--- config.mk ---
export PLATFORM = sky130hd
export DESIGN_NAME = sslp_serial_core
export DESIGN_NICKNAME = d
export VERILOG_FILES = /design/src/design/sslp_pkg.sv /design/src/design/sslp_serial_core.sv /design/src/design/sslp_latch_bank.sv
export SDC_FILE = /design/constraint.sdc
export NUM_CORES = 1
export LEC_CHECK = 0
export BUFFER_PORTS_ARGS = -buffer_cell sky130_fd_sc_hd__buf_4
export CELL_PAD_IN_SITES_DETAIL_PLACEMENT = 0
export CELL_PAD_IN_SITES_GLOBAL_PLACEMENT = 1
export CORE_ASPECT_RATIO = 0.75
export CORE_MARGIN = 8
export CORE_UTILIZATION = 35
export DETAILED_ROUTE_END_ITERATION = 10
export MAX_ROUTING_LAYER = met4
export PLACE_DENSITY_LB_ADDON = 0.12
export SYNTH_ARGS = -nofsm -noshare
export SYNTH_HDL_FRONTEND = slang
export SYNTH_SLANG_ARGS = --single-unit
--- constraint.sdc ---
create_clock -name ref_clk -period 6.05 [get_ports ref_clk]
set_input_delay 0.605 -clock ref_clk [delete_from_list [all_inputs] [get_ports ref_clk]]
set_output_delay 0.605 -clock ref_clk [all_outputs]
set_load 0.02 [all_outputs]
--- src/design/sslp_pkg.sv ---
// package: constants, latch field layout and target decoding for the serial latch block
package sslp_pkg;
  // serial word geometry
  localparam int WORD_W = 21;
  localparam int PAY_W = 19;
  localparam int SEL_C1 = 1;
  localparam int SEL_C2 = 0;
  localparam int PAY_LSB = 2;
  localparam int PAY_MSB = 20;
  // function latch fields, payload index = field bit - 1
  localparam int FB_CNT_RST = 0;
  localparam int FB_PD_A = 1;
  localparam int FB_PD_B = 17;
  localparam int FB_FS_EN = 7;
  localparam int FB_FS_QTR = 8;
  localparam int FB_FS_TMR = 9;
  localparam int FB_TO_LSB = 10;
  localparam int FB_TO_MSB = 13;
  // feedback latch fields
  localparam int NB_GO = 18;
  localparam int NB_B_MSB = 17;
  localparam int NB_B_LSB = 5;
  localparam int NB_A_MSB = 4;
  localparam int NB_A_LSB = 0;
  // reference latch fields
  localparam int RB_LDP = 18;
  localparam int RB_DIV_MSB = 13;
  localparam int RB_DIV_LSB = 0;
  // counter widths and constants
  localparam int RDIV_W = 14;
  localparam int NDIV_W = 18;
  localparam int TO_W = 6;
  localparam int PRESC_SHIFT = 5;
  localparam int QTR_SHIFT = 2;
  localparam logic [TO_W-1:0] TO_BASE = 6'h03;
  localparam logic [PAY_W-1:0] LATCH_RST = 19'h00000;
  localparam logic [RDIV_W-1:0] RDIV_ONE = 14'h0001;
  localparam logic [NDIV_W-1:0] NDIV_ONE = 18'h00001;
  localparam logic [TO_W-1:0] TO_ONE = 6'h01;
  // synchroniser input lanes
  localparam int LN_SCLK = 0;
  localparam int LN_SDAT = 1;
  localparam int LN_LE = 2;
  localparam int LN_CE = 3;
  localparam int LN_FB = 4;
  localparam int LN_W = 5;

  typedef enum logic [1:0] {TGT_REF, TGT_FB, TGT_FN, TGT_INIT} sslp_target_t;

  // target select pair, first bit then second bit
  function automatic sslp_target_t sslp_decode(input logic c1, input logic c2);
    unique case ({c1, c2})
      2'h0: sslp_decode = TGT_REF;
      2'h2: sslp_decode = TGT_FB;
      2'h1: sslp_decode = TGT_FN;
      2'h3: sslp_decode = TGT_INIT;
    endcase
  endfunction : sslp_decode
endpackage : sslp_pkg

--- src/design/sslp_serial_core.sv ---
// serial programming, reset sequencing and fast-settle control
// Operation
// - 21-bit word: 19 payload, 2 select last
// - select 00 ref, 10 fb, 01 fn, 11 init
// - init writes function latch plus reset pulse
// - pulse reloads counters, tristates the pump
// - pulse with enable, bits 2,18 powers down
// - first feedback load after init pulses again
// - loads accepted in powerdown; aligned restart
// - latches survive chip enable cycling
// - counter reset bit holds counters, tristates
// - clearing it restarts counters in alignment
// - feedback: trigger, 13 coarse, 5 swallow
// - reference: precision, test bits, divide ratio
// - msb first, select bits last
// - mode 100: boost until trigger cleared
// - mode 101: boost for timeout, self-clear
// - quarter modes use same fields, trigger
// - timeout 3 plus weighted bits, per cycle
// - quarter modes divide ratios by four
// - trigger forces high gain until cleared
// - data captured on serial clock rise
`timescale 1ns/1ps
`default_nettype none
module sslp_serial_core import sslp_pkg::*; (
  // clock and reset
  input wire logic ref_clk,
  input wire logic rstn,
  input wire logic clk_en,
  // serial pins and chip enable
  input wire logic ser_clk,
  input wire logic ser_data,
  input wire logic ser_le,
  input wire logic chip_enable,
  // divided feedback input from the prescaler
  input wire logic fb_in,
  // pump and status
  output logic pump_tristate_r,
  output logic pump_current_output_r,
  output logic quarter_div_r,
  output logic powerdown_r,
  output logic lock_detect_precision_r,
  // fast-settle pin, open drain
  output logic fast_settle_output_pin_o_r,
  output logic fast_settle_output_pin_oe_n_r,
  // comparison ticks
  output logic ref_tick_r,
  output logic fb_tick_r
);
  // sync chain resets to the pins' idle levels; enable idles high
  localparam logic [LN_W-1:0] SYNC_IDLE = {{(LN_W-1){1'b0}}, 1'b1} << LN_LE;
  logic [LN_W-1:0] sync1_r;
  logic [LN_W-1:0] sync2_r;
  logic [LN_W-1:0] sync3_r;
  logic sclk_rise;
  logic le_rise;
  logic [WORD_W-1:0] sr_r;
  logic [PAY_W-1:0] payload;
  sslp_target_t tgt;
  logic we_ref;
  logic we_fb;
  logic we_fn;
  logic is_init;
  logic go_clr;
  logic [PAY_W-1:0] ref_lat;
  logic [PAY_W-1:0] fb_lat;
  logic [PAY_W-1:0] fn_lat;
  logic init_armed_r;
  logic rst_pulse_r;
  logic sync_pd_r;
  logic hold;
  logic fs_active;
  logic timed;
  logic [RDIV_W-1:0] ref_cnt_r;
  logic [RDIV_W-1:0] ref_ratio;
  logic [NDIV_W-1:0] fb_cnt_r;
  logic [NDIV_W-1:0] fb_ratio;
  logic [TO_W-1:0] to_cnt_r;
  logic [TO_W-1:0] to_len;

  ////////////////////////////////////////////////////////////////
  // pins come from outside: two flops, third stage only for edges
  always_ff @(posedge ref_clk or negedge rstn) begin
    if (!rstn) begin
      sync1_r <= SYNC_IDLE;
      sync2_r <= SYNC_IDLE;
      sync3_r <= SYNC_IDLE; // a zero here would fake a load edge after reset
    end else if (clk_en) begin
      sync1_r <= {fb_in, chip_enable, ser_le, ser_data, ser_clk};
      sync2_r <= sync1_r;
      sync3_r <= sync2_r;
    end
  end

  assign sclk_rise = sync2_r[LN_SCLK] & ~sync3_r[LN_SCLK];
  assign le_rise = sync2_r[LN_LE] & ~sync3_r[LN_LE];

  ////////////////////////////////////////////////////////////////
  // shift register: newest bit at bit 0, so select bits end lowest
  always_ff @(posedge ref_clk or negedge rstn) begin
    if (!rstn) begin
      sr_r <= '0;
    end else if (clk_en && sclk_rise && !sync2_r[LN_LE]) begin
      sr_r <= {sr_r[WORD_W-2:0], sync2_r[LN_SDAT]};
    end
  end

  // word split and target decode
  assign payload = sr_r[PAY_MSB:PAY_LSB];
  assign tgt = sslp_decode(sr_r[SEL_C1], sr_r[SEL_C2]);
  assign is_init = le_rise && (tgt == TGT_INIT);
  assign we_ref = le_rise && (tgt == TGT_REF);
  assign we_fb = le_rise && (tgt == TGT_FB);
  assign we_fn = le_rise && ((tgt == TGT_FN) || (tgt == TGT_INIT));

  ////////////////////////////////////////////////////////////////
  // latch storage, reset only at power-on
  sslp_latch_bank u_bank (
    .ref_clk(ref_clk),
    .rstn(rstn),
    .clk_en(clk_en),
    .we_ref(we_ref),
    .we_fb(we_fb),
    .we_fn(we_fn),
    .go_clr(go_clr),
    .wdata(payload),
    .ref_q(ref_lat),
    .fb_q(fb_lat),
    .fn_q(fn_lat)
  );

  ////////////////////////////////////////////////////////////////
  // internal reset pulse: on init, and on the first feedback load after it
  always_ff @(posedge ref_clk or negedge rstn) begin
    if (!rstn) begin
      init_armed_r <= 1'b0;
      rst_pulse_r <= 1'b0;
    end else if (clk_en) begin
      rst_pulse_r <= is_init || (we_fb && init_armed_r);
      if (is_init) init_armed_r <= 1'b1;
      else if (we_fb) init_armed_r <= 1'b0;
    end
  end

  ////////////////////////////////////////////////////////////////
  // synchronous powerdown, armed only by the reset pulse
  always_ff @(posedge ref_clk or negedge rstn) begin
    if (!rstn) begin
      sync_pd_r <= 1'b0;
    end else if (clk_en) begin
      if (rst_pulse_r && sync2_r[LN_CE] && fn_lat[FB_PD_A] && fn_lat[FB_PD_B]) begin
        sync_pd_r <= 1'b1;
      end else if (!fn_lat[FB_PD_A] || !fn_lat[FB_PD_B]) begin
        sync_pd_r <= 1'b0;
      end
    end
  end

  // chip enable low powers down; latches keep loading meanwhile
  always_ff @(posedge ref_clk or negedge rstn) begin
    if (!rstn) begin
      powerdown_r <= 1'b1;
    end else if (clk_en) begin
      powerdown_r <= !sync2_r[LN_CE] || sync_pd_r;
    end
  end

  ////////////////////////////////////////////////////////////////
  // effective divide ratios; quarter mode shortens both together
  assign fs_active = fn_lat[FB_FS_EN] && fb_lat[NB_GO];
  assign timed = fn_lat[FB_FS_TMR];
  always_comb begin
    ref_ratio = ref_lat[RB_DIV_MSB:RB_DIV_LSB];
    fb_ratio = NDIV_W'({fb_lat[NB_B_MSB:NB_B_LSB], {PRESC_SHIFT{1'b0}}})
      + NDIV_W'(fb_lat[NB_A_MSB:NB_A_LSB]);
    if (fs_active && fn_lat[FB_FS_QTR]) begin
      ref_ratio = ref_ratio >> QTR_SHIFT;
      fb_ratio = fb_ratio >> QTR_SHIFT;
    end
  end
  // both counters reload together, so they leave the hold aligned
  assign hold = rst_pulse_r || fn_lat[FB_CNT_RST] || powerdown_r;

  ////////////////////////////////////////////////////////////////
  // reference counter runs on the oscillator, here ref_clk
  always_ff @(posedge ref_clk or negedge rstn) begin
    if (!rstn) begin
      ref_cnt_r <= RDIV_ONE;
      ref_tick_r <= 1'b0;
    end else if (clk_en) begin
      ref_tick_r <= 1'b0;
      if (hold) begin
        ref_cnt_r <= ref_ratio;
      end else if (ref_cnt_r <= RDIV_ONE) begin
        ref_cnt_r <= ref_ratio;
        ref_tick_r <= 1'b1;
      end else begin
        ref_cnt_r <= ref_cnt_r - RDIV_ONE;
      end
    end
  end

  // feedback counter steps on each feedback input rise
  always_ff @(posedge ref_clk or negedge rstn) begin
    if (!rstn) begin
      fb_cnt_r <= NDIV_ONE;
      fb_tick_r <= 1'b0;
    end else if (clk_en) begin
      fb_tick_r <= 1'b0;
      if (hold) begin
        fb_cnt_r <= fb_ratio;
      end else if (sync2_r[LN_FB] && !sync3_r[LN_FB]) begin
        if (fb_cnt_r <= NDIV_ONE) begin
          fb_cnt_r <= fb_ratio;
          fb_tick_r <= 1'b1;
        end else begin
          fb_cnt_r <= fb_cnt_r - NDIV_ONE;
        end
      end
    end
  end

  ////////////////////////////////////////////////////////////////
  // timeout: 3 plus 4x the field, one step per comparison cycle
  assign to_len = TO_BASE + {fn_lat[FB_TO_MSB:FB_TO_LSB], 2'h0};
  assign go_clr = clk_en && fs_active && timed && ref_tick_r && (to_cnt_r <= TO_ONE);

  always_ff @(posedge ref_clk or negedge rstn) begin
    if (!rstn) begin
      to_cnt_r <= TO_BASE;
    end else if (clk_en) begin
      if (rst_pulse_r) begin
        to_cnt_r <= to_len;
      end else if (we_fb && payload[NB_GO] && timed) begin
        to_cnt_r <= to_len;
      end else if (fs_active && timed && ref_tick_r && to_cnt_r > TO_ONE) begin
        to_cnt_r <= to_cnt_r - TO_ONE;
      end
    end
  end

  ////////////////////////////////////////////////////////////////
  // pump and pin state; untimed modes wait for the host to clear
  always_ff @(posedge ref_clk or negedge rstn) begin
    if (!rstn) begin
      pump_tristate_r <= 1'b1;
      pump_current_output_r <= 1'b0;
      quarter_div_r <= 1'b0;
      lock_detect_precision_r <= 1'b0;
      fast_settle_output_pin_o_r <= 1'b0;
      fast_settle_output_pin_oe_n_r <= 1'b1;
    end else if (clk_en) begin
      pump_tristate_r <= hold;
      pump_current_output_r <= fs_active;
      quarter_div_r <= fs_active && fn_lat[FB_FS_QTR];
      lock_detect_precision_r <= ref_lat[RB_LDP];
      fast_settle_output_pin_o_r <= 1'b0;
      fast_settle_output_pin_oe_n_r <= !fs_active;
    end
  end

  ////////////////////////////////////////////////////////////////
  // checks
  a_shift_msb: assert property (@(posedge ref_clk) disable iff (!rstn || !clk_en)
    (sclk_rise && !sync2_r[LN_LE]) |=> (sr_r[0] == $past(sync2_r[LN_SDAT])))
    else $error("serial bit not shifted in at bit 0");
  a_fn_route: assert property (@(posedge ref_clk) disable iff (!rstn || !clk_en)
    (le_rise && (tgt == TGT_FN || tgt == TGT_INIT)) |=> (fn_lat == $past(payload)))
    else $error("function latch not loaded");
  a_ref_route: assert property (@(posedge ref_clk) disable iff (!rstn || !clk_en)
    (le_rise && sr_r[SEL_C1:SEL_C2] == 2'h0) |=> (ref_lat == $past(payload)) && $stable(fn_lat))
    else $error("reference word misrouted");
  a_init_pulse: assert property (@(posedge ref_clk) disable iff (!rstn || !clk_en)
    is_init |=> rst_pulse_r ##1 (pump_tristate_r && !rst_pulse_r))
    else $error("init load gave no single reset pulse");
  a_fb_repeat: assert property (@(posedge ref_clk) disable iff (!rstn || !clk_en)
    (we_fb && !init_armed_r) |=> !rst_pulse_r)
    else $error("repeat feedback load pulsed reset");
  a_fb_first: assert property (@(posedge ref_clk) disable iff (!rstn || !clk_en)
    (we_fb && init_armed_r) |=> (rst_pulse_r && !init_armed_r))
    else $error("first feedback load after init missed pulse");
  a_sync_pd: assert property (@(posedge ref_clk) disable iff (!rstn || !clk_en)
    (rst_pulse_r && sync2_r[LN_CE] && fn_lat[FB_PD_A] && fn_lat[FB_PD_B]) |=> ##1 powerdown_r)
    else $error("synchronous powerdown not entered");
  a_cnt_hold: assert property (@(posedge ref_clk) disable iff (!rstn || !clk_en)
    (fn_lat[FB_CNT_RST] && !rst_pulse_r) |=> (ref_cnt_r == $past(ref_ratio)) && !ref_tick_r)
    else $error("counter reset did not hold reference counter");
  a_retain_ce: assert property (@(posedge ref_clk) disable iff (!rstn || !clk_en)
    ($changed(sync2_r[LN_CE]) && !le_rise) |=> $stable(fn_lat) && $stable(ref_lat))
    else $error("latch changed on chip enable edge");
  a_to_load: assert property (@(posedge ref_clk) disable iff (!rstn || !clk_en)
    (we_fb && payload[NB_GO] && timed && !rst_pulse_r) |=> (to_cnt_r == $past(to_len)))
    else $error("timeout not loaded from function field");
  a_go_clear: assert property (@(posedge ref_clk) disable iff (!rstn || !clk_en)
    (go_clr && !we_fb) |=> !fb_lat[NB_GO] ##1 !pump_current_output_r)
    else $error("timeout did not end boost");
  a_quarter: assert property (@(posedge ref_clk) disable iff (!rstn || !clk_en)
    (fs_active && fn_lat[FB_FS_QTR]) |=> quarter_div_r && pump_current_output_r)
    else $error("quarter mode not applied");
  // routing and shifting
  a_fb_route: assert property (@(posedge ref_clk) disable iff (!rstn || !clk_en)
    (le_rise && tgt == TGT_FB) |=> (fb_lat == $past(payload)) && $stable(fn_lat) && $stable(ref_lat))
    else $error("feedback word misrouted");
  a_sr_hold: assert property (@(posedge ref_clk) disable iff (!rstn || !clk_en)
    sync2_r[LN_LE] |=> $stable(sr_r))
    else $error("shift register moved while enable high");
  // reset pulse, hold and powerdown
  a_pulse_reload: assert property (@(posedge ref_clk) disable iff (!rstn || !clk_en)
    rst_pulse_r |=> (ref_cnt_r == $past(ref_ratio)) && (fb_cnt_r == $past(fb_ratio))
      && (to_cnt_r == $past(to_len)) && pump_tristate_r)
    else $error("reset pulse did not reload counters");
  a_pd_enter: assert property (@(posedge ref_clk) disable iff (!rstn || !clk_en)
    !sync2_r[LN_CE] |=> powerdown_r)
    else $error("chip enable low did not power down");
  a_pd_hold: assert property (@(posedge ref_clk) disable iff (!rstn || !clk_en)
    powerdown_r |=> !ref_tick_r && !fb_tick_r)
    else $error("counters ticked in powerdown");
  a_fb_hold: assert property (@(posedge ref_clk) disable iff (!rstn || !clk_en)
    fn_lat[FB_CNT_RST] |=> (fb_cnt_r == $past(fb_ratio)) && !fb_tick_r)
    else $error("counter reset did not hold feedback counter");
  a_cnt_no_pd: assert property (@(posedge ref_clk) disable iff (!rstn || !clk_en)
    (fn_lat[FB_CNT_RST] && !sync_pd_r && sync2_r[LN_CE]) |=> !powerdown_r)
    else $error("counter reset entered powerdown");
  a_restart: assert property (@(posedge ref_clk) disable iff (!rstn || !clk_en)
    (!hold && $past(hold)) |-> (ref_cnt_r == $past(ref_ratio)) && (fb_cnt_r == $past(fb_ratio)))
    else $error("counters left hold out of alignment");
  // fast settle
  a_boost_set: assert property (@(posedge ref_clk) disable iff (!rstn || !clk_en)
    (we_fb && payload[NB_GO] && fn_lat[FB_FS_EN]) |=> fs_active)
    else $error("trigger did not force high gain");
  a_boost_hold: assert property (@(posedge ref_clk) disable iff (!rstn || !clk_en)
    (fs_active && !timed && !we_fb) |=> fb_lat[NB_GO])
    else $error("untimed boost ended without host write");
  a_to_count: assert property (@(posedge ref_clk) disable iff (!rstn || !clk_en)
    (fs_active && timed && ref_tick_r && (to_cnt_r > TO_ONE) && !rst_pulse_r && !we_fb)
      |=> (to_cnt_r == $past(to_cnt_r) - TO_ONE))
    else $error("timeout did not step on comparison cycle");
  a_pin_drive: assert property (@(posedge ref_clk) disable iff (!rstn || !clk_en)
    fs_active |=> !fast_settle_output_pin_oe_n_r && !fast_settle_output_pin_o_r)
    else $error("fast settle pin not driven low");
endmodule : sslp_serial_core
`default_nettype wire

--- src/design/sslp_latch_bank.sv ---
// three programming latches with registered read data
`timescale 1ns/1ps
`default_nettype none
module sslp_latch_bank import sslp_pkg::*; (
  // clock and reset
  input wire logic ref_clk,
  input wire logic rstn,
  input wire logic clk_en,
  // write side
  input wire logic we_ref,
  input wire logic we_fb,
  input wire logic we_fn,
  input wire logic go_clr,
  input wire logic [PAY_W-1:0] wdata,
  // read side
  output logic [PAY_W-1:0] ref_q,
  output logic [PAY_W-1:0] fb_q,
  output logic [PAY_W-1:0] fn_q
);
  ////////////////////////////////////////////////////////////////
  // only power-on reset clears them, bar the timeout self-clear of the feedback trigger bit; chip enable never touches them
  always_ff @(posedge ref_clk or negedge rstn) begin
    if (!rstn) begin
      ref_q <= LATCH_RST;
      fb_q <= LATCH_RST;
      fn_q <= LATCH_RST;
    end else if (clk_en) begin
      if (we_ref) ref_q <= wdata;
      if (we_fn) fn_q <= wdata;
      // a fresh host word wins over the timeout self-clear
      if (we_fb) fb_q <= wdata;
      else if (go_clr) fb_q[NB_GO] <= 1'b0;
    end
  end
endmodule : sslp_latch_bank
`default_nettype wire

* Word-level counts from Yosys, hierarchy flattened
Cells that the tools add are included.
** Word-level totals
- Register bits :: 141
- Bits of input ports :: 8
- Logic and storage cells :: 112
** Cells by class
- Add/subtract/negate cells :: 5
- $lt $le $gt $ge :: 4
- Eq/ne operators :: 6
- Mux-type cells :: 22
- Bitwise logic cells :: 4
- Reduce and logical (&&, ||, !) cells :: 49
** Operators with widths (count)
- 18-bit 2-to-1 mux :: 4
- 14-bit 2-to-1 mux :: 3
- 1-bit logical AND :: 22
- 18-bit by 5-bit adder with 18-bit output :: 1
- 18-bit by 1-bit less-or-equal comparator with 1-bit output, second input constant :: 1
- 6-bit 2-to-1 mux :: 3
- 18-bit by 1-bit subtractor with 18-bit output, second input constant :: 1
- 2-bit AND reduction :: 8
- 14-bit by 1-bit less-or-equal comparator with 1-bit output, second input constant :: 1
- 14-bit by 1-bit subtractor with 14-bit output, second input constant :: 1
- 1-bit 2-to-1 mux :: 11
- 2-bit == test, second input constant :: 4
- 2-bit case mux with 4 select lines :: 1
- 2-bit nonzero test :: 4
- 2-bit by 6-bit adder with 6-bit output, first input constant :: 1
- 6-bit by 1-bit > comparator with 1-bit output, second input constant :: 1
- 6-bit by 1-bit less-or-equal comparator with 1-bit output, second input constant :: 1
- 1-bit logical NOT :: 6
- 1-bit logical OR :: 6
- 6-bit by 1-bit subtractor with 6-bit output, second input constant :: 1
- 2-bit by 1-bit == test with 1-bit output, second input constant :: 2
- 2-bit logical NOT :: 2
- 3-bit nonzero test :: 1
- 1-bit AND :: 2
- 1-bit inverter :: 2

* Logic depth before layout (Yosys ltp)
Gate-level depths: netlist of run 1.
- Word-level depth :: 8
- Depth in mapped cells :: 8
- Gate-level depth less buffers :: 7

* By module
A second synthesis of run 1 with hierarchy kept.
** Second synthesis, totals
- Cell total of the unflattened synthesis :: 583
- Area, all modules :: 6766.5 µm²
** Modules (own cells, without submodules)
- sslp_serial_core :: instances 1, cells an instance 462, area an instance 4639.4 µm²
- sslp_latch_bank :: instances 1, cells an instance 121, area an instance 2127.0 µm²

* Worst setup path after synthesis of run 1
Ideal clock, no wire load.
- Kind :: input to register
- From :: in clk_en
- To :: reg sync1_r[3]
- Setup time :: 0.125 ns
- Arrival time :: 1.839 ns
- Data required time :: 5.925 ns
- Setup slack :: 4.086 ns
- Stages :: 4
- Buffers on the path :: 3
- Cells stage by stage :: clkbuf_1 -> clkbuf_1 -> buf_1 -> mux2_2
** RTL lines
- start, declared :: RTL line sslp_serial_core.sv:29 : input wire logic clk_en,
- end signal, assigned :: RTL line sslp_serial_core.sv:89 : sync1_r <= {fb_in, chip_enable, ser_le, ser_data, ser_clk};
- end, declared :: RTL line sslp_serial_core.sv:52 : logic [LN_W-1:0] sync1_r;
No word-level cell between the ends.

* Worst setup path in the final report of run 1
- From :: reg ref_cnt_r[4]
- To :: reg ref_cnt_r[1]
** On the way
- Cells in the longest elaborated chain, start to end :: 3
** Ends and longest elaborated chain
- start, declared :: RTL line sslp_serial_core.sv:74 : logic [RDIV_W-1:0] ref_cnt_r;
- start signal, assigned :: RTL line sslp_serial_core.sv:193 : ref_cnt_r <= ref_ratio;
- start signal, assigned :: RTL line sslp_serial_core.sv:195 : ref_cnt_r <= ref_ratio;
- start signal, assigned :: RTL line sslp_serial_core.sv:198 : ref_cnt_r <= ref_cnt_r - RDIV_ONE;
- 14-bit by 1-bit less-or-equal comparator with 1-bit output :: RTL line sslp_serial_core.sv:194 : end else if (ref_cnt_r <= RDIV_ONE) begin
- 14-bit 2-to-1 mux :: RTL line sslp_serial_core.sv:194
- 14-bit 2-to-1 mux :: RTL line sslp_serial_core.sv:192 : if (hold) begin
No other way between the ends.
A chain may end at the register's enable or synchronous reset.

==> impl_metrics.ini, run 1 <==
[run_status]
outcome = completed

[clock_network]
cts-root-to-sink-buffers = 2
cts_num_sinks = 127
htree_num_levels = 4
clk_pin_slew_worst_paths_ns = 0.06
postCtsResizedCells = 0
tritoncts = yes
root_buffer = clkbuf_16
cts_made_buffers = 17
clock_latency_ns = 0.42
cts_hold_bufs = 0
post_cts_setup_inserts = 0

[synth]
synth_sequential_area_ratio_pct = 50.5
avgSynthCellArea_um2 = 11.3
syn_nets = 572
combinational_family_with_the_most_area_after_synthesis = multiplexers
synthSimpleGateAreaFrac_pct = 12.5
synthXorXnorAreaFrac_pct = 0
dominantRegCellSynth = dfrtp_1
synth_warnings = 0
synth_enable_flop_cells = 0
synthesis.instances = 558
area_fraction_in_compound_gates_after_synthesis_pct = 13.6
synthAdderAreaFrac_pct = 1.19
muxShareOfSynthArea_pct = 18.5
synthArstFlopShare_pct = 100
synth.distinct_cells = 62
ys_ff_latch = 127
post_synth_instance_area_um2 = 6320

[power]
combinationalPowerShare_pct = 26.4
power_frac_seq_pct = 40.5
power.switching_fraction_pct = 35.5
p_per_cell_area_nw_per_um2 = 409
cell_internal_pwr_w = 0.00190
clockPowerShare_pct = 33.1
total_power_w = 0.00294
power.ir.vdd_worst_v = 0.000141
power.leakage_nw = 3.34
power_dissipated_by_switching_net_loads_w = 0.00105

[layout]
fin_nets = 582
post_route_cells_drive_above_1_share_pct = 28.2
antenna_cells = 0
flow.area_growth_from_synthesis_pct = 14.1
fin_util_pct = 40.8
final_cell_mix = dfrtp_1, mux2_2, nand2_1, nor2_1, a21oi_1
fillerInstances = 1706
layout_commonest_cell = dfrtp_1

[die]
die-area_um2 = 22600
chipHeight_um = 132
fp.coreArea_um2 = 17700
fp-row-count = 42
dieWidth_um = 171
floorplan.initialDensity_pct = 35.8
ios = 17

[global_route]
grt_max_degree = 67
first_global_vias = 4298
grtUsageTotal_pct = 14.2
overflow = 0
initial_antenna_violation_count = 0
grt_first_pass_wirelength_um = 24400

[drt]
final_routed_drc_violation_total = 0
avgViaCountPerCell = 5.43
first_iter_violations = 377
drtPass1Iterations = 5
routed-via-count = 4469
wl_per_cell_um = 18.0
finalWirelength_um = 14800
ant_nets = 0

[sta]
finalClockSkew_ns = 0.0102
setup_violations_final = 0
finalSetupTns_ns = 0
rsz_0062_raised_after_global_routing = no
finalHoldViolations = 0
hold_slack_ns = 0.298
worst_slew_pin_slew_ns = 1.01
min_period_ns = 2.76
max_slew_margin_pct = 32.3
slew_violations = 0
setup_slack_ns = 3.29
fmaxAchievable_ghz = 0.363
fin_crit_sh_pct = 45.5

[worst_hold_path]
worstHoldPathType = in -> async

[place]
place.detailed.hpwl_um = 9890
gp_congestion = 0.800
dp_slack_ns = 3.33
place.port_buffers = 15

[critical_path]
required_ns = 6.38
rr_startpoint = ref_cnt_r[4]
end_kind = flop
worst-endpoint-arrival_ns = 3.09
startpoint_type = flop
cp-startpoint = ref_cnt_r[4]
worst_path_fanout_max = 11
critPathKind = reg -> reg

[job]
drv_cap = 0
==> critical path, stage by stage (launching register included) <==
cell     delay (ns)
dfrtp_1        0.40
nor3_1         0.45
nand4_1        0.35
o21ai_1        0.67
buf_4          0.32
mux2_2         0.35
mux2i_1        0.14
==> cell families after synthesis <==
| group | Yosys count |
|---|---|
| compound gates | 122 |
| simple gates | 146 |
| mux | 106 |
| buf+inv | 50 |
| fa+ha+maj | 6 |
| other cells | 1 |
| flops | 127 |
==> flip-flops by register name, indices dropped and copies added, names as in the netlist, 3 cells and up <==
register,cells
fb_cnt_r,18
ref_cnt_r,14
sr_r,21
sync1_r,5
sync2_r,5
sync3_r,3
to_cnt_r,6
u_bank.fb_q,19
u_bank.fn_q,10
u_bank.ref_q,15
==> worst paths after layout <==
kind / depth (start not counted) / slack, ns / end
setup / recovery: 6 / 3.29 / ref_cnt_r[1]
hold / removal: 1 / 0.30 / sync1_r[0]
setup reg to reg: 6 / 3.29 / ref_cnt_r[1]
hold reg to reg: 1 / 0.46 / powerdown_r
max in group asynchronous: 2 / 4.42 / u_bank.fb_q[2]
min in group ref_clk: 2 / 0.41 / sync1_r[4]
==> power groups by stage <==
stage	logic (W)	registers (W)	clock network (W)
CTS	0.000780	0.00119	0.00100
global route	0.000867	0.00122	0.00105
detailed placement	0.000777	0.00120	0
finish	0.000777	0.00119	0.000975
floorplan	0.000602	0.00115	0
global placement	0.000766	0.00120	0
==> area by class of cell <==
type	count	area [um2]	area share, %
sequential	127	3190	44.3
multi-input combinational	381	2910	40.4
clock buffer	18	429	5.96
tap	242	303	4.20
timing repair buffer	22	165	2.29
clock inverter	14	135	1.88
inverter	19	71.3	0.990
==> synth_stat cells (6+ instances only) <==
cell         n  area share, %
and3_1       7           0.69
a22oi_1     11            1.3
nand4_1      8           0.79
nor4_1       7           0.69
or3_1        7           0.69
buf_2        8           0.63
ha_1         6            1.2
a21oi_1     23            1.8
nor3_1      14            1.1
inv_1       18            1.1
nor2_1      27            1.6
nand2b_1     8           0.79
nand3_1     20            1.6
mux2_2      86             15
o21ai_0     22            1.7
nand2_1     30            1.8
o211ai_1     9            1.1
mux2i_1     20            3.2
dfrtp_1    117             46
o2111ai_1    9            1.2
clkbuf_1    11           0.65
buf_1        6           0.36
dfstp_2     10            4.2
==> routing by layer <==
| metal | up-vias | track usage, % | wire length [um] |
|---|---|---|---|
| met1 | 2243 | 20.1 | 7410 |
| li1 | 2108 | - | - |
| met4 | 0 | 5.25 | 210 |
| met5 | - | - | 0 |
| met2 | 99 | 19.1 | 6440 |
| met3 | 19 | 3.65 | 730 |
==> through the flow <==
step	std cells	instance area, um2
2_1_floorplan	558	6320
3_5_place_dp	791	6640
4_1_cts	823	7210
5_1_grt	823	7210
6_report	823	7210
3_3_place_gp	791	6640
Power figures use the tool's default switching activity.
==> run 2: changes to the inputs <==
==> constraint.sdc (replaced) <==
create_clock -name ref_clk -period 2.3 [get_ports ref_clk]
set_input_delay 0.23 -clock ref_clk [delete_from_list [all_inputs] [get_ports ref_clk]]
set_output_delay 0.23 -clock ref_clk [all_outputs]
set_load 0.02 [all_outputs]
==> run 2 against run 1 <==
Cell area rose by 3.9%. Clock power rose to 2.8 times the previous value. Critical path type unchanged. Sequential cell count did not move. Non-clock buffer count rose by 25.
==> impl_metrics.ini, run 2 (synthesis results as in run 1) <==
[run_status]
outcome = completed

[drt]
avgViaCountPerCell = 5.43
wl_per_cell_um = 17.8
final_routed_drc_violation_total = 0
first_iter_violations = 235
finalWirelength_um = 15100
ant_nets = 0
drtPass1Iterations = 6
routed-via-count = 4603

[clock_network]
postCtsResizedCells = 0
root_buffer = clkbuf_16
htree_num_levels = 4
clock_latency_ns = 0.41
tritoncts = yes
clk_pin_slew_worst_paths_ns = 0.06
cts_num_sinks = 127
cts-root-to-sink-buffers = 2
post_cts_setup_inserts = 0
cts_made_buffers = 17

[layout]
reg_top3 = sr_r (21), u_bank.fb_q (19), fb_cnt_r (18)
final_cell_mix = dfrtp_1, mux2_2, buf_4, nand2_1, nor2_1
largest_reg_flops = 21
largest-register = sr_r
stdcell_count = 848
post_route_cells_drive_above_1_share_pct = 31.2
fin_nets = 607
antenna_cells = 0
layout_commonest_cell = dfrtp_1
flow.area_growth_from_synthesis_pct = 18.6

[place]
place.detailed.hpwl_um = 10400
dpl.cell_count = 815
place.port_buffers = 15
gp_congestion = 0.819

[die]
die-area_um2 = 22600
ios = 17
floorplan.initialDensity_pct = 35.8
fp.coreArea_um2 = 17700
fp-row-count = 42
chipHeight_um = 132
dieWidth_um = 171

[critical_path]
critPathKind = reg -> reg
end_kind = flop
startpoint_type = flop
worst-endpoint-arrival_ns = 2.40
required_ns = 2.57
worst_path_fanout_max = 6

[worst_hold_path]
worstHoldPathType = in -> reg

[global_route]
overflow = 0
first_global_vias = 4725
grt_max_degree = 69
grtUsageTotal_pct = 14.6
initial_antenna_violation_count = 0
grt_first_pass_wirelength_um = 25400

[sta]
slew_violations = 0
fin_crit_sh_pct = 92.5
min_period_ns = 2.13
setup_violations_final = 0
finalClockSkew_ns = 0.00828
rsz_0062_raised_after_global_routing = no
finalHoldViolations = 0
fmaxAchievable_ghz = 0.470
finalSetupTns_ns = 0

[power]
p_per_cell_area_nw_per_um2 = 1090
power.leakage_nw = 3.51
power.ir.vdd_worst_v = 0.000482

[job]
drv_cap = 0
==> run 2: metrics by stage <==
| stage | instance area (um2) | setup WS [ns] | power (W) | hold slack [ns] | utilization [%] |
|---|---|---|---|---|---|
| 2_1_floorplan | 6320 | 0.354 | 0.00462 | -0.0656 | - |
| 3_3_place_gp | 6870 | 0.202 | 0.00541 | 0.0942 | 38.9 |
| 4_1_cts | 7490 | 0.195 | 0.00826 | 0.0246 | 42.4 |
| 3_5_place_dp | 6870 | 0.203 | 0.00546 | 0.101 | 38.9 |
| 6_report | 7490 | 0.172 | 0.00818 | 0.0504 | 42.4 |
| 5_1_grt | 7490 | 0.0528 | 0.00868 | 0.0279 | 42.4 |
==> run 2: area by class of cell <==
type | instances | area, um2
Fill cell | 1713 | 10200
Tap cell | 242 | 303
Timing Repair Buffer | 47 | 405
Sequential cell | 127 | 3190
Inverter | 19 | 71.3
Multi-Input combinational cell | 381 | 2910
Clock buffer | 18 | 439
Clock inverter | 14 | 168
==> run 2: worst max-delay path, cell delays in order (launching register included) <==
cell and delay, ns:
dfrtp_1 0.42, nor4_4 0.36, buf_4 0.20, or2b_1 0.28, or3_1 0.38, a32oi_1 0.23, o211ai_1 0.12
==> run 2: path summary, 6_finish.rpt <==
check | end | start | slack [ns] | cells past startpoint
max | fb_cnt_r[17] | fb_cnt_r[10] | 0.17 | 6
min | sync1_r[1] | ser_data | 0.05 | 2
max reg2reg | fb_cnt_r[17] | fb_cnt_r[10] | 0.17 | 6
min reg2reg | powerdown_r | sync2_r[3] | 0.46 | 1
max in group asynchronous | fb_cnt_r[0] | rstn | 1.41 | 3
min in group asynchronous | sync1_r[0] | rstn | 0.21 | 2
==> run 2: power by group <==
part	leakage (nW)	internal, W	switching, W
combinational	1.55	0.00101	0.00130
sequential	1.67	0.00267	0.000458
clock	0.292	0.00173	0.00101
==> run 2: metal layers <==
layer | track usage, % | share of wire [%] | vias up
li1 | - | - | 2162
met1 | 20.5 | 51 | 2332
met2 | 20.7 | 44 | 97
met3 | 2.99 | 3.4 | 12
met4 | 4.72 | 1.0 | 0
met5 | - | 0 | -
==> run 2: repair_timing <==
| action | in CTS | in global routing |
|---|---|---|
| setup endpoints to repair | 0 | 0 |
| hold endpoints to repair | 57 | 0 |
| hold buffers | 1 | 0 |
==> run 3: changes to the inputs <==
--- a/config.mk
+++ b/config.mk
@@ -5,6 +5,7 @@
 export SDC_FILE = /design/constraint.sdc
 export NUM_CORES = 1
 export LEC_CHECK = 0
+export ABC_AREA = 1
 export BUFFER_PORTS_ARGS = -buffer_cell sky130_fd_sc_hd__buf_4
 export CELL_PAD_IN_SITES_DETAIL_PLACEMENT = 0
 export CELL_PAD_IN_SITES_GLOBAL_PLACEMENT = 1
==> run 3 against run 2 <==
Core utilization decreased by 1.7 points. Sequential power is essentially flat. Sequential cell count unchanged. Synthesized cell count up 58%. Clock skew is 0.0010 ns lower. Power rose by 5.0%. Maximum frequency up 8.8%.
==> impl_metrics.ini, run 3 <==
[run_status]
outcome = completed

[power]
power.leakage_nw = 3.67
power.ir.vdd_worst_v = 0.000395
p_per_cell_area_nw_per_um2 = 1140
total_power_w = 0.00859

[critical_path]
worst-endpoint-arrival_ns = 2.26
worst_path_fanout_max = 12
startpoint_type = flop
end_kind = flop
worst_path_max_delay_cell = dfstp_2
worst_path_largest_cell_delay_ns = 0.55
cp_top_family = simple AND/OR/NAND/NOR gates
timing.critical_path.cells = inv_1 -> ha_1 -> o211ai_1 -> nor2_2 -> nor2_2 -> nand3b_1 -> nand2_1 -> nand2_1
required_ns = 2.60
critPathBufInv = 1
critPathKind = reg -> reg

[global_route]
global_route.peak_usage_layer = met2
first_global_vias = 5372
grt.met3_usage_pct = 3.12
grt_first_pass_wirelength_um = 27800
grtUsageTotal_pct = 15.1
grt_max_degree = 49
groute.layer.met2.usage_pct = 22.3
overflow = 0
met1_usage_pct = 20.7
initial_antenna_violation_count = 0

[place]
gp_congestion = 0.842
dp_slack_ns = 0.329
dpl.cell_count = 1121
place.port_buffers = 15
place.detailed.hpwl_um = 11900

[layout]
fin_util_pct = 40.7
reg_top3 = sr_r (21), u_bank.fb_q (19), fb_cnt_r (18)
largest-register = sr_r
post_route_cells_drive_above_1_share_pct = 10.5
antenna_cells = 0
fillerInstances = 1946
final_cell_mix = nand2_1, dfrtp_1, o21ai_0, inv_1, nor2_1
stdcell_count = 1154
flow.area_growth_from_synthesis_pct = 13.8
largest_reg_flops = 21
layout_commonest_cell = nand2_1
fin_nets = 908

[job]
drv_cap = 0

[drt]
avgViaCountPerCell = 4.85
ant_nets = 0
finalWirelength_um = 16600
drtPass1Iterations = 5
final_routed_drc_violation_total = 0
wl_per_cell_um = 14.4
first_iter_violations = 359
routed-via-count = 5601

[die]
chipHeight_um = 135
fp-row-count = 43
dieWidth_um = 175
ios = 17
fp.coreArea_um2 = 18600
die-area_um2 = 23700
floorplan.initialDensity_pct = 35.8

[synth]
synth_area_leader_cell = dfrtp_1
synth_enable_flop_cells = 0
synthesis.instances = 884
synth.distinct_cells = 35
post_synth_instance_area_um2 = 6640
synthArstFlopShare_pct = 100
ys_ff_latch = 127
synth_top_cells_by_count = nand2_1, dfrtp_1, o21ai_0, inv_1, nor2_1
synth.top_cells.by_area = dfrtp_1, nand2_1, o21ai_0
dominantRegCellSynth = dfrtp_1
synthDominantCellAreaShare_pct = 44.1
synth_sequential_area_ratio_pct = 48.1
syn_nets = 898
synth_warnings = 0
yosys.cell_count.top_type = nand2_1
avgSynthCellArea_um2 = 7.51

[sta]
min_period_ns = 1.96
fmaxAchievable_ghz = 0.511
slew_violations = 0
finalClockSkew_ns = 0.00726
worst_slew_pin_slew_ns = 0.580
fin_crit_sh_pct = 85.1
finalSetupTns_ns = 0
setup_violations_final = 0
max_slew_margin_pct = 61.3
finalHoldViolations = 0
rsz_0062_raised_after_global_routing = no
setup_slack_ns = 0.343

[clock_network]
htree_num_levels = 4
post_cts_setup_inserts = 0
clock_latency_ns = 0.41
tritoncts = yes
cts_made_buffers = 17
root_buffer = clkbuf_16
clk_pin_slew_worst_paths_ns = 0.06
cts_num_sinks = 127
cts-root-to-sink-buffers = 2

[worst_hold_path]
worstHoldPathType = in -> reg
[run 3: final cells by class]
class,instances,area (um2),area share (%)
clock buffers,22,474,6.28
clock inverters,10,113,1.49
inverters,92,345,4.57
multi-input cells,629,2890,38.3
flip-flops and latches,127,3190,42.2
well taps,247,309,4.09
repair buffers,27,230,3.05
[run 3: report_power, final]
part / total [W] / leakage [nW] / switching, W / internal (W)
clock network: 0.00268 / 0.286 / 0.00101 / 0.00168
registers: 0.00310 / 1.68 / 0.000427 / 0.00267
logic: 0.00281 / 1.70 / 0.00187 / 0.000943
[run 3: repair_timing]
item,in CTS,in global routing
endpoints found under the hold margin,32,0
hold buffers,1,0
resized for setup,0,0
[run 3: path summary, 6_finish.rpt]
kind | startpoint | end | slack (ns) | depth (start not counted)
setup / recovery | fb_cnt_r[0] | fb_cnt_r[14] | 0.34 | 8
hold / removal | fb_in | sync1_r[4] | 0.02 | 3
setup reg to reg | fb_cnt_r[0] | fb_cnt_r[14] | 0.34 | 8
hold reg to reg | sync1_r[1] | sync1_r[1] | 0.47 | 2
max in group asynchronous | rstn | ref_cnt_r[0] | 1.19 | 3
min in group asynchronous | rstn | to_cnt_r[2] | 0.35 | 2
[run 3: kinds of logic (layout without fill, tap and decap cells)]
logic type      after synthesis  in the layout  share of synthesized area (%)
compound gates              136            136                           10.4
buf+inv                     128            151                           8.39
xor+xnor                     11             11                           1.45
flops                       127            127                           48.1
other cells                   1              1                         0.0565
fa+ha+maj                     6              6                           1.13
mux                           1              1                          0.170
simple gates                474            474                           30.3
[run 3: worst min-delay path, stage by stage]
cell and delay [ns]:
buf_4 0.08, nand2_1 0.04, nand2_1 0.05
[run 3: metrics by stage]
stage / hold WS (ns) / instance area (um2)
after global routing: 0.000257 / 7550
after CTS: 0.00361 / 7550
after detailed placement: 0.271 / 6960
after floorplan: -0.0656 / 6640
final: 0.0156 / 7550
after global placement: 0.267 / 6960
[run 3: routing by layer]
metal	share of wire (%)	wire, um
met4	0.87	145
met5	0	0
met3	3.5	577
met2	44	7250
met1	52	8660
